### src/design/cbg_pkg.sv
// cbg_pkg: register map, field layouts and timing constants for the
// console serial controller and its bit-rate down-counter.
// assumes a 100 MHz system clock and 16-bit word-addressed register access.

package cbg_pkg;

  // ----------------------------------------------------------------
  // register word addresses
  // ----------------------------------------------------------------
  localparam logic [15:0] ADDR_LINE_CONTROL = 16'hFC10;
  localparam logic [15:0] ADDR_FORMAT_CONTROL = 16'hFC11;
  localparam logic [15:0] ADDR_LINE_STATUS = 16'hFC12;
  localparam logic [15:0] ADDR_HOLDING = 16'hFC13;
  localparam logic [15:0] ADDR_DIVIDER_COUNT = 16'hFC20;
  localparam logic [15:0] ADDR_COUNTER_MODE = 16'hFC23;

  // ----------------------------------------------------------------
  // reset values
  // ----------------------------------------------------------------
  // all active-low enables off: receiver, transmitter, parity disabled
  localparam logic [7:0] LINE_CONTROL_RESET = 8'hFF;
  // eight bits, async, odd parity, counter clock select
  localparam logic [7:0] FORMAT_CONTROL_RESET = 8'hE6;
  localparam logic [7:0] HOLDING_RESET = 8'h00;
  localparam logic [15:0] DIVIDER_RESET = 16'h0000;

  // ----------------------------------------------------------------
  // field encodings
  // ----------------------------------------------------------------
  localparam logic [2:0] CLK_SEL_COUNTER = 3'b110;
  localparam logic [1:0] CNT_SEL_BAUD = 2'b00;
  localparam logic [1:0] CNT_SEL_ILLEGAL = 2'b11;
  localparam logic [1:0] LOAD_LOW = 2'b01;
  localparam logic [1:0] LOAD_HIGH = 2'b10;
  localparam logic [1:0] LOAD_LOW_HIGH = 2'b11;
  localparam logic [2:0] MODE_RATE_GEN = 3'b010;

  // ----------------------------------------------------------------
  // timing
  // ----------------------------------------------------------------
  localparam int SYS_CLK_HZ = 100_000_000;
  localparam int COUNT_CLK_HZ = 1_250_000;
  localparam int COUNT_CLK_DIV = SYS_CLK_HZ / COUNT_CLK_HZ;
  // counter ticks per bit: 1.25 MHz / 39066 per bit/s
  localparam int OVERSAMPLE = 32;
  localparam logic [5:0] TICKS_PER_BIT = 6'd32;
  localparam logic [5:0] TICKS_HALF_BIT = 6'd16;

  // ----------------------------------------------------------------
  // packed layouts
  // ----------------------------------------------------------------
  typedef struct packed {
    logic loopBack;
    logic line_spacing_hold;
    logic twoStop;
    logic echoLow;
    logic parity_active_low;
    logic rx_gate_low;
    logic rtsCtrl;
    logic dtrCtrl;
  } cbg_line_ctrl_t;

  typedef struct packed {
    logic [1:0] charLen;
    logic asyncMode;
    logic evenParity;
    logic altRxClk;
    logic [2:0] clkSel;
  } cbg_format_t;

  typedef struct packed {
    logic [1:0] cntSel;
    logic [1:0] loadMethod;
    logic [2:0] cntMode;
    logic bcdCount;
  } cbg_mode_t;

endpackage : cbg_pkg

### src/design/cbg_prescaler.sv
// cbg_prescaler: one-cycle strobe at the counter input clock rate.
// assumes clk_sys is the 100 MHz system clock.
`timescale 1ns/1ps
`default_nettype none

module cbg_prescaler #(
  parameter int DIV = cbg_pkg::COUNT_CLK_DIV
) (
  // clock and reset
  input wire logic clk_sys,
  input wire logic rst_b,
  // strobe out
  output logic strobe
);
  import cbg_pkg::*;

  logic [7:0] div_q;

  always_ff @(posedge clk_sys) begin
    if (!rst_b) begin
      div_q <= 8'h00;
    end else if (div_q == 8'(DIV - 1)) begin
      div_q <= 8'h00;
    end else begin
      div_q <= div_q + 8'h01;
    end
  end

  assign strobe = (div_q == 8'(DIV - 1));

endmodule : cbg_prescaler

`default_nettype wire

### src/design/cbg_baud_counter.sv
// cbg_baud_counter: programmable down-counter producing the bit-rate tick.
// assumes countEn is a one-cycle strobe at the counter input rate.
`timescale 1ns/1ps
`default_nettype none

module cbg_baud_counter (
  // clock, reset and count strobe
  input wire logic clk_sys,
  input wire logic rst_b,
  input wire logic countEn,
  // register writes
  input wire logic modeWr,
  input wire logic [7:0] modeByte,
  input wire logic cntWr,
  input wire logic [7:0] cntByte,
  // outputs
  output logic [7:0] readByte,
  output logic tick
);
  import cbg_pkg::*;

  cbg_mode_t mode_q;
  logic [15:0] reload_q;
  logic [15:0] count_q;
  logic highNext_q;
  logic running_q;
  cbg_mode_t newMode;

  assign newMode = cbg_mode_t'(modeByte);
  assign tick = running_q && countEn && (count_q == 16'h0001);
  assign readByte = (mode_q.loadMethod == LOAD_HIGH) ? count_q[15:8]
                                                     : count_q[7:0];

  always_ff @(posedge clk_sys) begin
    if (!rst_b) begin
      mode_q <= cbg_mode_t'(8'h00);
      reload_q <= DIVIDER_RESET;
      count_q <= DIVIDER_RESET;
      highNext_q <= 1'b0;
      running_q <= 1'b0;
    end else if (modeWr) begin
      // other counters of the timer are not here; illegal select ignored
      if (newMode.cntSel == CNT_SEL_BAUD) begin
        mode_q <= newMode;
        highNext_q <= 1'b0;
        running_q <= 1'b0;
      end
    end else if (cntWr) begin
      unique case (mode_q.loadMethod)
        LOAD_LOW: begin
          reload_q[7:0] <= cntByte;
          count_q <= {reload_q[15:8], cntByte};
          running_q <= 1'b1;
        end
        LOAD_HIGH: begin
          reload_q[15:8] <= cntByte;
          count_q <= {cntByte, reload_q[7:0]};
          running_q <= 1'b1;
        end
        LOAD_LOW_HIGH: begin
          if (!highNext_q) begin
            reload_q[7:0] <= cntByte;
            highNext_q <= 1'b1;
            running_q <= 1'b0;
          end else begin
            reload_q[15:8] <= cntByte;
            count_q <= {cntByte, reload_q[7:0]};
            highNext_q <= 1'b0;
            running_q <= 1'b1;
          end
        end
        default: begin
        end
      endcase
    end else if (running_q && countEn) begin
      if (count_q == 16'h0001) begin
        count_q <= reload_q;
        // rate-generator mode restarts; any other mode stops at zero
        running_q <= (mode_q.cntMode == MODE_RATE_GEN);
      end else begin
        count_q <= count_q - 16'h0001;
      end
    end
  end

endmodule : cbg_baud_counter

`default_nettype wire

### src/design/cbg_console_uart.sv
// cbg_console_uart: console serial controller with its bit-rate counter.
// assumes register strobes are single-cycle and synchronous to clk_sys,
// and that the serial and modem pins are already synchronous.
`timescale 1ns/1ps
`default_nettype none

// Behaviour
// word or byte access; only low byte meaningful; high byte undefined.
// loopback 1 feeds transmitter to receiver and masks ring events.
// spacing hold 0 with transmitter on holds line spacing from next char.
// stop select 0 gives one stop; 1 gives two, or 1.5 for 5 bits.
// echo 0 with receiver on copies receive line to transmit output.
// parity enable is active low: generate and check parity at 0.
// receive gate 0 runs receiver; 1 clears status bits 1-4 and stops.
// transmit only with request bit 0 and clear-to-send; drop after char.
// terminal-ready 0 enables carrier, set-ready, ring; 1 ring only.
// length codes 00..11 give 5, 6, 7 or 8 data bits.
// mode bit 1 selects async; software always writes 1.
// parity sense 0 is odd parity, 1 is even parity.
// software keeps alternate receive clock bit at 0.
// clock select 110 takes both bit clocks from the rate counter.
// full duplex from 50 to 19,200 bits per second.
// rate counter decrements at 1.25 MHz, ticks when reaching zero.
// software loads counter with 39066 / rate, rounded.
// rate counter in mode 010 reloads and restarts at zero.
// mode write counter select 00, 01, 10 picks counter; 11 illegal.
// load method 01 low, 10 high, 11 low then high byte.
// mode written first; counting starts right after the final load.
// boot firmware sets console rate from a three-bit switch field.
// holding registers carry the ones-complement of the line data.
// mode write with counter select 11 is ignored.
module cbg_console_uart (
  // clock and reset
  input wire logic clk_sys,
  input wire logic rst_b,
  // register access
  input wire logic [15:0] regAddr,
  input wire logic regWrite,
  input wire logic regRead,
  input wire logic [15:0] regWrData,
  output logic [15:0] regRdData,
  // serial line
  input wire logic serialRxd,
  output logic serialTxd,
  // modem control
  input wire logic ctsActive,
  input wire logic dsrActive,
  input wire logic carrierActive,
  input wire logic ringActive,
  output logic rtsActive,
  output logic dtrActive,
  output logic dataSetEvent
);
  import cbg_pkg::*;

  // ----------------------------------------------------------------
  // types and declarations
  // ----------------------------------------------------------------
  typedef enum logic [4:0] {
    TX_IDLE = 5'b00001,
    TX_START = 5'b00010,
    TX_DATA = 5'b00100,
    TX_PAR = 5'b01000,
    TX_STOP = 5'b10000
  } cbg_tx_state_t;

  typedef enum logic [4:0] {
    RX_IDLE = 5'b00001,
    RX_START = 5'b00010,
    RX_DATA = 5'b00100,
    RX_PAR = 5'b01000,
    RX_STOP = 5'b10000
  } cbg_rx_state_t;

  cbg_line_ctrl_t lineCtrl_q;
  cbg_format_t format_q;
  cbg_tx_state_t txState_q;
  cbg_rx_state_t rxState_q;
  logic [7:0] txHolding_q;
  logic txHoldFull_q;
  logic threBit_q;
  logic [7:0] txShift_q;
  logic [5:0] txCnt_q;
  logic [2:0] txBit_q;
  logic [2:0] txStopHalves_q;
  logic txLine_q;
  logic txSpacing_q;
  logic [7:0] rxShift_q;
  logic [5:0] rxCnt_q;
  logic [2:0] rxBit_q;
  logic rxParity_q;
  logic [7:0] rxHolding_q;
  logic drFull_q;
  logic feErr_q;
  logic peErr_q;
  logic oeErr_q;
  logic dscEvt_q;
  logic [2:0] modemPrev_q;
  logic [15:0] regRdData_q;
  logic serialTxd_q;

  logic countStrobe;
  logic rateTick;
  logic bitTick;
  logic txEnable;
  logic rxEnable;
  logic parityOn;
  logic [2:0] lastBit;
  logic rxLine;
  logic wrHolding;
  logic rdHolding;
  logic rdStatus;
  logic [7:0] statusByte;
  logic [7:0] counterByte;
  logic rxDone;
  logic rxFrameBad;
  logic rxParityBad;
  logic modemChange;

  // ----------------------------------------------------------------
  // helpers
  // ----------------------------------------------------------------
  function automatic logic regHit(input logic [15:0] addr,
                                  input logic [15:0] offset);
    regHit = (addr == offset);
  endfunction : regHit

  function automatic logic [7:0] lenMask(input logic [1:0] len);
    lenMask = 8'hFF >> (2'd3 - len);
  endfunction : lenMask

  function automatic logic parityOf(input logic [7:0] data,
                                    input logic [1:0] len,
                                    input logic even);
    // odd sense makes total ones odd, even sense makes it even
    parityOf = (^(data & lenMask(len))) ^ ~even;
  endfunction : parityOf

  // ----------------------------------------------------------------
  // timing chain
  // ----------------------------------------------------------------
  cbg_prescaler #(
    .DIV(COUNT_CLK_DIV)
  ) uPrescaler (
    .clk_sys(clk_sys),
    .rst_b(rst_b),
    .strobe(countStrobe)
  );

  cbg_baud_counter uBaudCounter (
    .clk_sys(clk_sys),
    .rst_b(rst_b),
    .countEn(countStrobe),
    .modeWr(regWrite && regHit(regAddr, ADDR_COUNTER_MODE)),
    .modeByte(regWrData[7:0]),
    .cntWr(regWrite && regHit(regAddr, ADDR_DIVIDER_COUNT)),
    .cntByte(regWrData[7:0]),
    .readByte(counterByte),
    .tick(rateTick)
  );

  // other clock selects have no source here, so the engines stall
  assign bitTick = rateTick && (format_q.clkSel == CLK_SEL_COUNTER);

  // ----------------------------------------------------------------
  // register access
  // ----------------------------------------------------------------
  assign wrHolding = regWrite && regHit(regAddr, ADDR_HOLDING);
  assign rdHolding = regRead && regHit(regAddr, ADDR_HOLDING);
  assign rdStatus = regRead && regHit(regAddr, ADDR_LINE_STATUS);

  // status is active low except the raw modem levels
  assign statusByte = {~dscEvt_q, dsrActive, carrierActive, ~feErr_q,
                       ~peErr_q, ~oeErr_q, ~drFull_q, threBit_q};

  always_ff @(posedge clk_sys) begin
    if (!rst_b) begin
      lineCtrl_q <= cbg_line_ctrl_t'(LINE_CONTROL_RESET);
      format_q <= cbg_format_t'(FORMAT_CONTROL_RESET);
    end else if (regWrite) begin
      // only the low byte is stored, word or byte access alike
      if (regHit(regAddr, ADDR_LINE_CONTROL)) begin
        lineCtrl_q <= cbg_line_ctrl_t'(regWrData[7:0]);
      end
      if (regHit(regAddr, ADDR_FORMAT_CONTROL)) begin
        format_q <= cbg_format_t'(regWrData[7:0]);
      end
    end
  end

  always_ff @(posedge clk_sys) begin
    if (!rst_b) begin
      regRdData_q <= 16'h0000;
    end else if (regRead) begin
      // high byte read as zero; unmapped words read zero
      unique case (regAddr)
        ADDR_LINE_CONTROL: regRdData_q <= {8'h00, lineCtrl_q};
        ADDR_FORMAT_CONTROL: regRdData_q <= {8'h00, format_q};
        ADDR_LINE_STATUS: regRdData_q <= {8'h00, statusByte};
        ADDR_HOLDING: regRdData_q <= {8'h00, rxHolding_q};
        ADDR_DIVIDER_COUNT: regRdData_q <= {8'h00, counterByte};
        default: regRdData_q <= 16'h0000;
      endcase
    end
  end

  assign regRdData = regRdData_q;

  // ----------------------------------------------------------------
  // transmitter
  // ----------------------------------------------------------------
  assign txEnable = !lineCtrl_q.rtsCtrl && ctsActive;
  assign parityOn = !lineCtrl_q.parity_active_low;
  assign lastBit = 3'd4 + {1'b0, format_q.charLen};

  always_ff @(posedge clk_sys) begin
    if (!rst_b) begin
      txHolding_q <= HOLDING_RESET;
      txHoldFull_q <= 1'b0;
      threBit_q <= 1'b1;
    end else begin
      if (wrHolding) begin
        txHolding_q <= regWrData[7:0];
        txHoldFull_q <= 1'b1;
        threBit_q <= 1'b1;
      end else if (txState_q == TX_IDLE && txEnable && txHoldFull_q) begin
        txHoldFull_q <= 1'b0;
        threBit_q <= 1'b0;
      end else if (!txEnable) begin
        threBit_q <= 1'b1;
      end
    end
  end

  always_ff @(posedge clk_sys) begin
    if (!rst_b) begin
      txState_q <= TX_IDLE;
      txShift_q <= 8'h00;
      txCnt_q <= 6'd0;
      txBit_q <= 3'd0;
      txStopHalves_q <= 3'd0;
      txLine_q <= 1'b1;
      txSpacing_q <= 1'b0;
    end else begin
      unique case (txState_q)
        TX_IDLE: begin
          txLine_q <= 1'b1;
          // a character already on the line finishes before a stop
          if (txEnable && txHoldFull_q && !wrHolding) begin
            txShift_q <= ~txHolding_q & lenMask(format_q.charLen);
            txSpacing_q <= !lineCtrl_q.line_spacing_hold;
            txStopHalves_q <= !lineCtrl_q.twoStop ? 3'd2 :
                              (format_q.charLen == 2'b00) ? 3'd3 : 3'd4;
            txCnt_q <= 6'd0;
            txBit_q <= 3'd0;
            txState_q <= TX_START;
          end
        end
        TX_START: begin
          txLine_q <= 1'b0;
          if (bitTick) begin
            if (txCnt_q == TICKS_PER_BIT - 6'd1) begin
              txCnt_q <= 6'd0;
              txState_q <= TX_DATA;
            end else begin
              txCnt_q <= txCnt_q + 6'd1;
            end
          end
        end
        TX_DATA: begin
          txLine_q <= txShift_q[txBit_q];
          if (bitTick) begin
            if (txCnt_q == TICKS_PER_BIT - 6'd1) begin
              txCnt_q <= 6'd0;
              txBit_q <= txBit_q + 3'd1;
              if (txBit_q == lastBit) begin
                txState_q <= parityOn ? TX_PAR : TX_STOP;
              end
            end else begin
              txCnt_q <= txCnt_q + 6'd1;
            end
          end
        end
        TX_PAR: begin
          txLine_q <= parityOf(txShift_q, format_q.charLen,
                               format_q.evenParity);
          if (bitTick) begin
            if (txCnt_q == TICKS_PER_BIT - 6'd1) begin
              txCnt_q <= 6'd0;
              txState_q <= TX_STOP;
            end else begin
              txCnt_q <= txCnt_q + 6'd1;
            end
          end
        end
        TX_STOP: begin
          txLine_q <= 1'b1;
          if (bitTick) begin
            // stop length counted in half bits
            if (txCnt_q == TICKS_HALF_BIT - 6'd1) begin
              txCnt_q <= 6'd0;
              txStopHalves_q <= txStopHalves_q - 3'd1;
              if (txStopHalves_q == 3'd1) begin
                txState_q <= TX_IDLE;
              end
            end else begin
              txCnt_q <= txCnt_q + 6'd1;
            end
          end
        end
      endcase
    end
  end

  // ----------------------------------------------------------------
  // line output and modem pins
  // ----------------------------------------------------------------
  always_ff @(posedge clk_sys) begin
    if (!rst_b) begin
      serialTxd_q <= 1'b1;
    end else if (lineCtrl_q.loopBack) begin
      serialTxd_q <= 1'b1;
    end else if (!lineCtrl_q.echoLow && !lineCtrl_q.rx_gate_low) begin
      serialTxd_q <= serialRxd;
    end else if (txSpacing_q && txEnable && txState_q != TX_IDLE) begin
      serialTxd_q <= 1'b0;
    end else begin
      serialTxd_q <= txLine_q;
    end
  end

  assign serialTxd = serialTxd_q;
  assign rtsActive = !lineCtrl_q.rtsCtrl || (txState_q != TX_IDLE);
  assign dtrActive = !lineCtrl_q.dtrCtrl;

  // ----------------------------------------------------------------
  // receiver
  // ----------------------------------------------------------------
  assign rxEnable = !lineCtrl_q.rx_gate_low;
  assign rxLine = lineCtrl_q.loopBack ? txLine_q : serialRxd;
  assign rxDone = bitTick && rxState_q == RX_STOP
                  && rxCnt_q == TICKS_PER_BIT - 6'd1;
  assign rxFrameBad = !rxLine;
  assign rxParityBad = parityOn && (rxParity_q != parityOf(rxShift_q,
                       format_q.charLen, format_q.evenParity));

  always_ff @(posedge clk_sys) begin
    if (!rst_b || !rxEnable) begin
      rxState_q <= RX_IDLE;
      rxShift_q <= 8'h00;
      rxCnt_q <= 6'd0;
      rxBit_q <= 3'd0;
      rxParity_q <= 1'b0;
    end else if (bitTick) begin
      unique case (rxState_q)
        RX_IDLE: begin
          if (!rxLine) begin
            rxCnt_q <= 6'd0;
            rxState_q <= RX_START;
          end
        end
        RX_START: begin
          // realign to mid-bit; a short glitch is not a start
          if (rxCnt_q == TICKS_HALF_BIT - 6'd1) begin
            rxCnt_q <= 6'd0;
            rxBit_q <= 3'd0;
            rxShift_q <= 8'h00;
            rxState_q <= rxLine ? RX_IDLE : RX_DATA;
          end else begin
            rxCnt_q <= rxCnt_q + 6'd1;
          end
        end
        RX_DATA: begin
          if (rxCnt_q == TICKS_PER_BIT - 6'd1) begin
            rxCnt_q <= 6'd0;
            rxShift_q[rxBit_q] <= rxLine;
            rxBit_q <= rxBit_q + 3'd1;
            if (rxBit_q == lastBit) begin
              rxState_q <= parityOn ? RX_PAR : RX_STOP;
            end
          end else begin
            rxCnt_q <= rxCnt_q + 6'd1;
          end
        end
        RX_PAR: begin
          if (rxCnt_q == TICKS_PER_BIT - 6'd1) begin
            rxCnt_q <= 6'd0;
            rxParity_q <= rxLine;
            rxState_q <= RX_STOP;
          end else begin
            rxCnt_q <= rxCnt_q + 6'd1;
          end
        end
        RX_STOP: begin
          if (rxCnt_q == TICKS_PER_BIT - 6'd1) begin
            rxCnt_q <= 6'd0;
            rxState_q <= RX_IDLE;
          end else begin
            rxCnt_q <= rxCnt_q + 6'd1;
          end
        end
      endcase
    end
  end

  // receive status; a new character beats a same-cycle read
  always_ff @(posedge clk_sys) begin
    if (!rst_b || !rxEnable) begin
      // a receiver disable clears status only; held data survives it
      rxHolding_q <= rst_b ? rxHolding_q : HOLDING_RESET;
      drFull_q <= 1'b0;
      feErr_q <= 1'b0;
      peErr_q <= 1'b0;
      oeErr_q <= 1'b0;
    end else if (rxDone) begin
      if (drFull_q && !rdHolding) begin
        oeErr_q <= 1'b1;
      end else begin
        rxHolding_q <= ~(rxShift_q & lenMask(format_q.charLen));
        drFull_q <= 1'b1;
        feErr_q <= rxFrameBad;
        peErr_q <= rxParityBad;
      end
    end else if (rdHolding) begin
      drFull_q <= 1'b0;
    end
  end

  // ----------------------------------------------------------------
  // data set change
  // ----------------------------------------------------------------
  assign modemChange =
      (!lineCtrl_q.dtrCtrl && (modemPrev_q[2] != dsrActive
                               || modemPrev_q[1] != carrierActive))
      || (!lineCtrl_q.loopBack && modemPrev_q[0] != ringActive);

  always_ff @(posedge clk_sys) begin
    if (!rst_b) begin
      modemPrev_q <= {dsrActive, carrierActive, ringActive};
      dscEvt_q <= 1'b0;
    end else begin
      modemPrev_q <= {dsrActive, carrierActive, ringActive};
      if (modemChange) begin
        dscEvt_q <= 1'b1;
      end else if (rdStatus) begin
        dscEvt_q <= 1'b0;
      end
    end
  end

  assign dataSetEvent = dscEvt_q;

endmodule : cbg_console_uart

`default_nettype wire

### config.mk
export PLATFORM = sky130hd
export DESIGN_NAME = cbg_console_uart
export DESIGN_NICKNAME = d
export VERILOG_FILES = /design/src/design/cbg_pkg.sv /design/src/design/cbg_prescaler.sv /design/src/design/cbg_baud_counter.sv /design/src/design/cbg_console_uart.sv
export SDC_FILE = /design/constraint.sdc
export NUM_CORES = 1
export LEC_CHECK = 0
export BUFFER_PORTS_ARGS = -buffer_cell sky130_fd_sc_hd__buf_4
export CORE_MARGIN = 4
export CORE_UTILIZATION = 55
export DETAILED_ROUTE_END_ITERATION = 8
export PLACE_DENSITY = 0.81
export SETUP_SLACK_MARGIN = 0.15
export SLEW_MARGIN = 20
export SYNTH_ARGS = -nofsm -noshare
export SYNTH_HDL_FRONTEND = slang
export SYNTH_SLANG_ARGS = --single-unit
### constraint.sdc
create_clock -name clk_sys -period 5.4 [get_ports clk_sys]
set_input_delay 0.27 -clock clk_sys [delete_from_list [all_inputs] [get_ports clk_sys]]
set_output_delay 0.27 -clock clk_sys [all_outputs]
set_load 0.01 [all_outputs]
== After elaboration in Yosys (flattened, before gate mapping) ==
Cells that the tools add are included.

* Add/sub/neg operators: 9
* Order comparisons: 3
* Equality and inequality tests: 63
* Shift operators: 1
* Mux-type cells: 91
* Bitwise operators: 16
* Reduce and logical (&&, ||, !) cells: 84

{| class="wikitable"
|+ Operator list
! cell !! count
|-
| 16-bit equality test (second input constant) || 6
|-
| 5-bit 2-to-1 mux || 18
|-
| 8-bit 2-to-1 mux || 9
|-
| 16-bit 2-to-1 mux || 4
|-
| 5-bit case mux with 5 select lines || 2
|-
| 6-bit 2-to-1 mux || 8
|-
| 16-bit case mux with 3 select lines || 1
|-
| 8-bit case mux with 2 select lines || 3
|-
| 2-bit inequality test (second input constant) || 20
|-
| 8-bit case mux with 5 select lines || 1
|-
| 6-bit case mux with 3 select lines || 2
|-
| 3-bit 2-to-1 mux || 11
|-
| 4-bit AND reduction || 7
|-
| 8-bit bitwise AND || 3
|-
| 1-bit 2-to-1 mux || 24
|-
| 2-bit nonzero test || 12
|-
| 1-bit logical AND || 23
|-
| 3-bit case mux with 2 select lines || 3
|-
| 16-bit by 1-bit equality test with 1-bit output (second input constant) || 1
|-
| 8-bit NOT || 2
|-
| 2-bit AND reduction || 8
|-
| 8-bit XOR reduction || 2
|-
| 16-bit by 1-bit subtractor with 16-bit output (second input constant) || 1
|-
| 6-bit by 1-bit adder with 6-bit output (second input constant) || 2
|-
| 44 further kinds || 94
|}

* Flip-flop bits (word level): 156
* Bits of input ports: 41
* Logic and storage cells: 312

== Logic depth before layout (Yosys ltp) ==
* Word-level depth: 8
* Gate-level depth with buffers: 9
* Depth with buffers taken out: 8

== Cells and area by module ==
From an unflattened synthesis, not the netlist that was laid out.

* Cells, all modules: 947
* Area total of the unflattened synthesis: 8,209.1 um^2

{| class="wikitable"
|+ By module, submodules not included
! module !! instances !! cells an instance !! area each (um^2)
|-
| cbg_console_uart || 1 || 603 || 5,318.9
|-
| cbg_baud_counter || 1 || 307 || 2,546.2
|-
| cbg_prescaler || 1 || 37 || 344.1
|}

== Worst setup path after synthesis ==
Ideal clock, no wire load.

* Path type: reg-to-reg
* Start point: reg uBaudCounter.count_q[0]
* End point: reg rxHolding_q[0], enable pin
* Library setup time: 0.384 ns
* Arrival: 2.399 ns
* Required time: 5.016 ns
* Slack: 2.617 ns
* Stages on the path, launching flop included: 7
* Path through: dfxtp_1 -> ha_1 -> nor4b_1 -> nand4_1 -> nor3_1 -> nand4_1 -> o21ai_0

* Word-level cells in the longest chain between the ends: 7

{| class="wikitable"
|+ RTL lines
! element !! line !! RTL
|-
| from (decl) || cbg_baud_counter.sv:24 || <nowiki>logic [15:0] count_q;</nowiki>
|-
| from (signal assigned) || cbg_baud_counter.sv:52 || <nowiki>count_q <= {reload_q[15:8], cntByte};</nowiki>
|-
| from (signal assigned) || cbg_baud_counter.sv:57 || <nowiki>count_q <= {cntByte, reload_q[7:0]};</nowiki>
|-
| from (signal assigned) || cbg_baud_counter.sv:67 || <nowiki>count_q <= {cntByte, reload_q[7:0]};</nowiki>
|-
| 16-bit by 1-bit equality test with 1-bit output || cbg_baud_counter.sv:30 || <nowiki>assign tick = running_q && countEn && (count_q == 16'h0001);</nowiki>
|-
| 1-bit logical AND || cbg_baud_counter.sv:30 ||
|-
| 1-bit logical AND || cbg_console_uart.sv:163 || <nowiki>assign bitTick = rateTick && (format_q.clkSel == CLK_SEL_COUNTER);</nowiki>
|-
| 1-bit logical AND || cbg_console_uart.sv:341 || <nowiki>assign rxDone = bitTick && rxState_q == RX_STOP</nowiki>
|-
| 1-bit logical AND || cbg_console_uart.sv:342 || <nowiki>&& rxCnt_q == TICKS_PER_BIT - 6'd1;</nowiki>
|-
| 2-bit nonzero test (no source line) || -- ||
|-
| 3-bit AND reduction (no source line) || -- ||
|-
| to (signal assigned) || cbg_console_uart.sv:410 || <nowiki>rxHolding_q <= rst_b ? rxHolding_q : HOLDING_RESET;</nowiki>
|-
| to (signal assigned) || cbg_console_uart.sv:419 || <nowiki>rxHolding_q <= ~(rxShift_q & lenMask(format_q.charLen));</nowiki>
|-
| to (decl) || cbg_console_uart.sv:92 || <nowiki>logic [7:0] rxHolding_q;</nowiki>
|}

Every way passes these cells.
A chain may end at the register's enable or synchronous reset.

== Worst setup path after layout ==
* Start point: reg uBaudCounter.count_q[1]
* End point: reg rxShift_q[4]

* Word-level cells in the longest chain between the ends: 4

{| class="wikitable"
|+ RTL lines
! element !! line !! RTL
|-
| 16-bit by 1-bit equality test with 1-bit output || cbg_baud_counter.sv:30 ||
|-
| 1-bit logical AND || cbg_baud_counter.sv:30 ||
|-
| 1-bit logical AND || cbg_console_uart.sv:163 ||
|-
| 4-bit AND reduction (no source line) || -- ||
|-
| to (signal, indexed assignment) || cbg_console_uart.sv:376 || <nowiki>rxShift_q[rxBit_q] <= rxLine;</nowiki>
|-
| to (decl) || cbg_console_uart.sv:88 || <nowiki>logic [7:0] rxShift_q;</nowiki>
|}

Every way passes these cells.

==> flow_metrics.env <==
export IMPL_drc=0
export IMPL_synth_area_leaders="dfxtp_1 36%, mux2i_1 6.0%, nor2_1 5.8%"
export IMPL_power_density_nw_per_um2=309
export IMPL_peakVddDrop_mv=0.391
export IMPL_drv_cap=0
export IMPL_first_iter_violations=848
export IMPL_multi_input_area_um2=4430
export IMPL_place_detailed_hpwl_mm=14.5
export IMPL_cp_max_fo=9
export IMPL_ant_nets=0
export IMPL_n_antenna_cell=0
export IMPL_insertion_delay_ns=0.43
export IMPL_ys_seq_area_share_pct=39.1
export IMPL_power_frac_clock_pct=47.4
export IMPL_place_ws_ns=2.00
export IMPL_tns_ns=0
export IMPL_met3WireLength_mm=1.63
export IMPL_post_drt_wl_per_cell_um=18.2
export IMPL_fin_skew_ns=0.00998
export IMPL_rows=43
export IMPL_routed_top_layer="met4"
export IMPL_synth_edff_count=8
export IMPL_dieHeight_um=127
export IMPL_yosysWarnings=0
export IMPL_core_area_um2=13900
export IMPL_hp_class="in2reg"
export IMPL_synth_area_leader_cell="dfxtp_1"
export IMPL_avgSynthCellArea_um2=8.36
export IMPL_wl_mm=20.7
export IMPL_cts_htree_levels=4
export IMPL_clockBufferDepth=2
export IMPL_critPathArrivalTime_ns=3.44
export IMPL_final_nets=1000
export IMPL_ios=61
export IMPL_internal_power_mw=2.07
export IMPL_synth_top_area_share_pct=36.0
export IMPL_io_buffer_count=44
export IMPL_first_global_vias=6386
export IMPL_slew_headroom_pct=27.4
export IMPL_grt_pass1_wl_mm=33.3
export IMPL_vias_per_cell=6.22
export IMPL_leakage_nw=3.30
export IMPL_power_switching_mw=0.654
export IMPL_required_ns=5.65
export IMPL_numClockSinks=148
export IMPL_ctsHoldBuffers=3
export IMPL_pwr_share_seq_pct=42.2
export IMPL_grt_overflow=0
export IMPL_start_kind="register"
export IMPL_cts_buffers=17
export IMPL_drv_slew=0
export IMPL_final_seq_area_um2=3040
export IMPL_period_needed_ns=3.19
export IMPL_fmaxAchievable_mhz=314
export IMPL_synth_distinct_cells=80
export IMPL_finalCritPeriodShare_pct=59.1
export IMPL_crit_path_end_kind="register"
export IMPL_areaGrowthSynthToFinish_pct=13.1
export IMPL_start_util_pct=56.1
export IMPL_drt_pass1_iter_count=5
export IMPL_setup_viol=0
export IMPL_wl_met1_mm=9.01
export IMPL_numPlacedInstances=1108
export IMPL_async_flop_share_pct=0
export IMPL_worst_setup_path_type="reg2reg"
export IMPL_synth_flop_cell="dfxtp_1"
export IMPL_globalRouteTotalUtil_pct=25.8
export IMPL_postCtsSetupBuffers=0
export IMPL_status="complete, no violations"
export IMPL_die_x_um=127
export IMPL_wl_met2_mm=9.38
export IMPL_layout_drive_gt1_share_pct=10.9
export IMPL_fillerInstances=1194
export IMPL_place_congestion=0.970
export IMPL_hold_viol_final=0
export IMPL_antenna_found_initial=0
export IMPL_p_sw_share_pct=24.0
export IMPL_worstMarginPinSlew_ns=1.08
export IMPL_syn_area_um2=7790
export IMPL_vias=7101
export IMPL_synthTopCellsByCount="140 x dfxtp_1, 120 x nor2_1, 93 x nand2_1"
export IMPL_worst_slack_ns=2.21
export IMPL_cts_tree="built"
export IMPL_stdcell_count=1142
export IMPL_path_clk_slew_ns=0.06
export IMPL_yosysMostFrequentCell="dfxtp_1"
export IMPL_dieArea_um2=16100
export IMPL_root_buffer="clkbuf_16"
export IMPL_grt_start_max_net_pins=51
export IMPL_synth_seq_cells=148
export IMPL_rsz0062_at_grt="false"
export IMPL_cts_resized=0
export IMPL_p_comb_share_pct=10.4
export IMPL_netlist_instances=932
## power groups by stage
stage / sequential [mW] / clock [mW] / combinational, mW
after floorplan: 1.16 / 0 / 0.201
after global placement: 1.17 / 0 / 0.271
after detailed placement: 1.17 / 0 / 0.275
after CTS: 1.15 / 1.30 / 0.278
after global routing: 1.15 / 1.35 / 0.312
final: 1.15 / 1.29 / 0.282
## cell usage in the layout, fill, tap and decap left out, types with 10 or more instances in the layout
cell type	instances
o21ai_0	45
buf_4	49
a221oi_1	14
xnor2_1	27
a21oi_1	56
mux2i_1	47
nor3_1	20
clkbuf_16	17
xor2_1	13
inv_1	18
dfxtp_1	140
o22ai_1	10
a31oi_1	18
nor2b_1	10
nor2_1	120
nand2_1	93
and3_1	11
and2_1	12
nand4_1	10
nand3_1	43
## critical path: stages, from the launching register on
cell      delay [ns]
dfxtp_1         0.33
inv_1           0.11
ha_1            0.16
nor4b_1         0.51
nand4_1         0.36
or3_1           0.59
o41ai_2         0.84
a311oi_1        0.10
## through the flow
stage / hold WS [ns] / utilization, % / power (mW) / area, µm²
4_1_cts: 0.154 / 63.4 / 2.73 / 8810
2_1_floorplan: 0.298 / - / 1.37 / 7820
6_report: 0.162 / 63.4 / 2.72 / 8810
3_3_place_gp: 0.392 / 58.6 / 1.44 / 8140
3_5_place_dp: 0.392 / 58.6 / 1.45 / 8140
5_1_grt: 0.149 / 63.4 / 2.81 / 8810
## final cells by class
cell class / instances / share of cell area, %
Clock buffer: 21 / 5.23
Inverter: 20 / 0.853
Timing Repair Buffer: 52 / 4.52
Tap cell: 180 / 2.56
Clock inverter: 10 / 2.03
Multi-Input combinational cell: 711 / 50.3
Sequential cell: 148 / 34.6
## cell families after synthesis
group           count (synthesis)  synth area share, %
compound gates                216                 18.2
mux                            51                 6.91
simple gates                  387                 25.2
xor+xnor                       40                 4.50
other cells                     1               0.0481
flops                         148                 39.1
fa+ha+maj                       9                 1.45
buf+inv                        80                 4.61
## worst paths after layout
| kind | startpoint | end | slack (ns) | cells after the start |
|---|---|---|---|---|
| hold reg to reg | uPrescaler.div_q[0] | uPrescaler.div_q[0] | 0.45 | 1 |
| setup reg to reg | uBaudCounter.count_q[1] | rxShift_q[4] | 2.21 | 7 |
| setup / recovery | uBaudCounter.count_q[1] | rxShift_q[4] | 2.21 | 7 |
| hold / removal | serialRxd | serialTxd | 0.16 | 3 |
## sequential cells by signal, indices dropped and copies added, names as in the netlist, 3 cells and up
signal,cells
txCnt_q,6
rxShift_q,8
txHolding_q,8
rxBit_q,3
rxState_q,5
uPrescaler.div_q,8
format_q,8
rxHolding_q,8
txBit_q,3
txState_q,5
lineCtrl_q,8
rxCnt_q,6
modemPrev_q,3
uBaudCounter.mode_q,5
txShift_q,8
regRdData,8
uBaudCounter.reload_q,16
uBaudCounter.count_q,16
txStopHalves_q,3
## layer usage
layer  vias to the layer above  global-route usage [%]
met5                         -                       0
met4                         0                    12.1
met3                        55                    5.31
met2                       325                    38.9
met1                      3303                    35.7
li1                       3418                       -
Power figures use the tool's default switching activity.
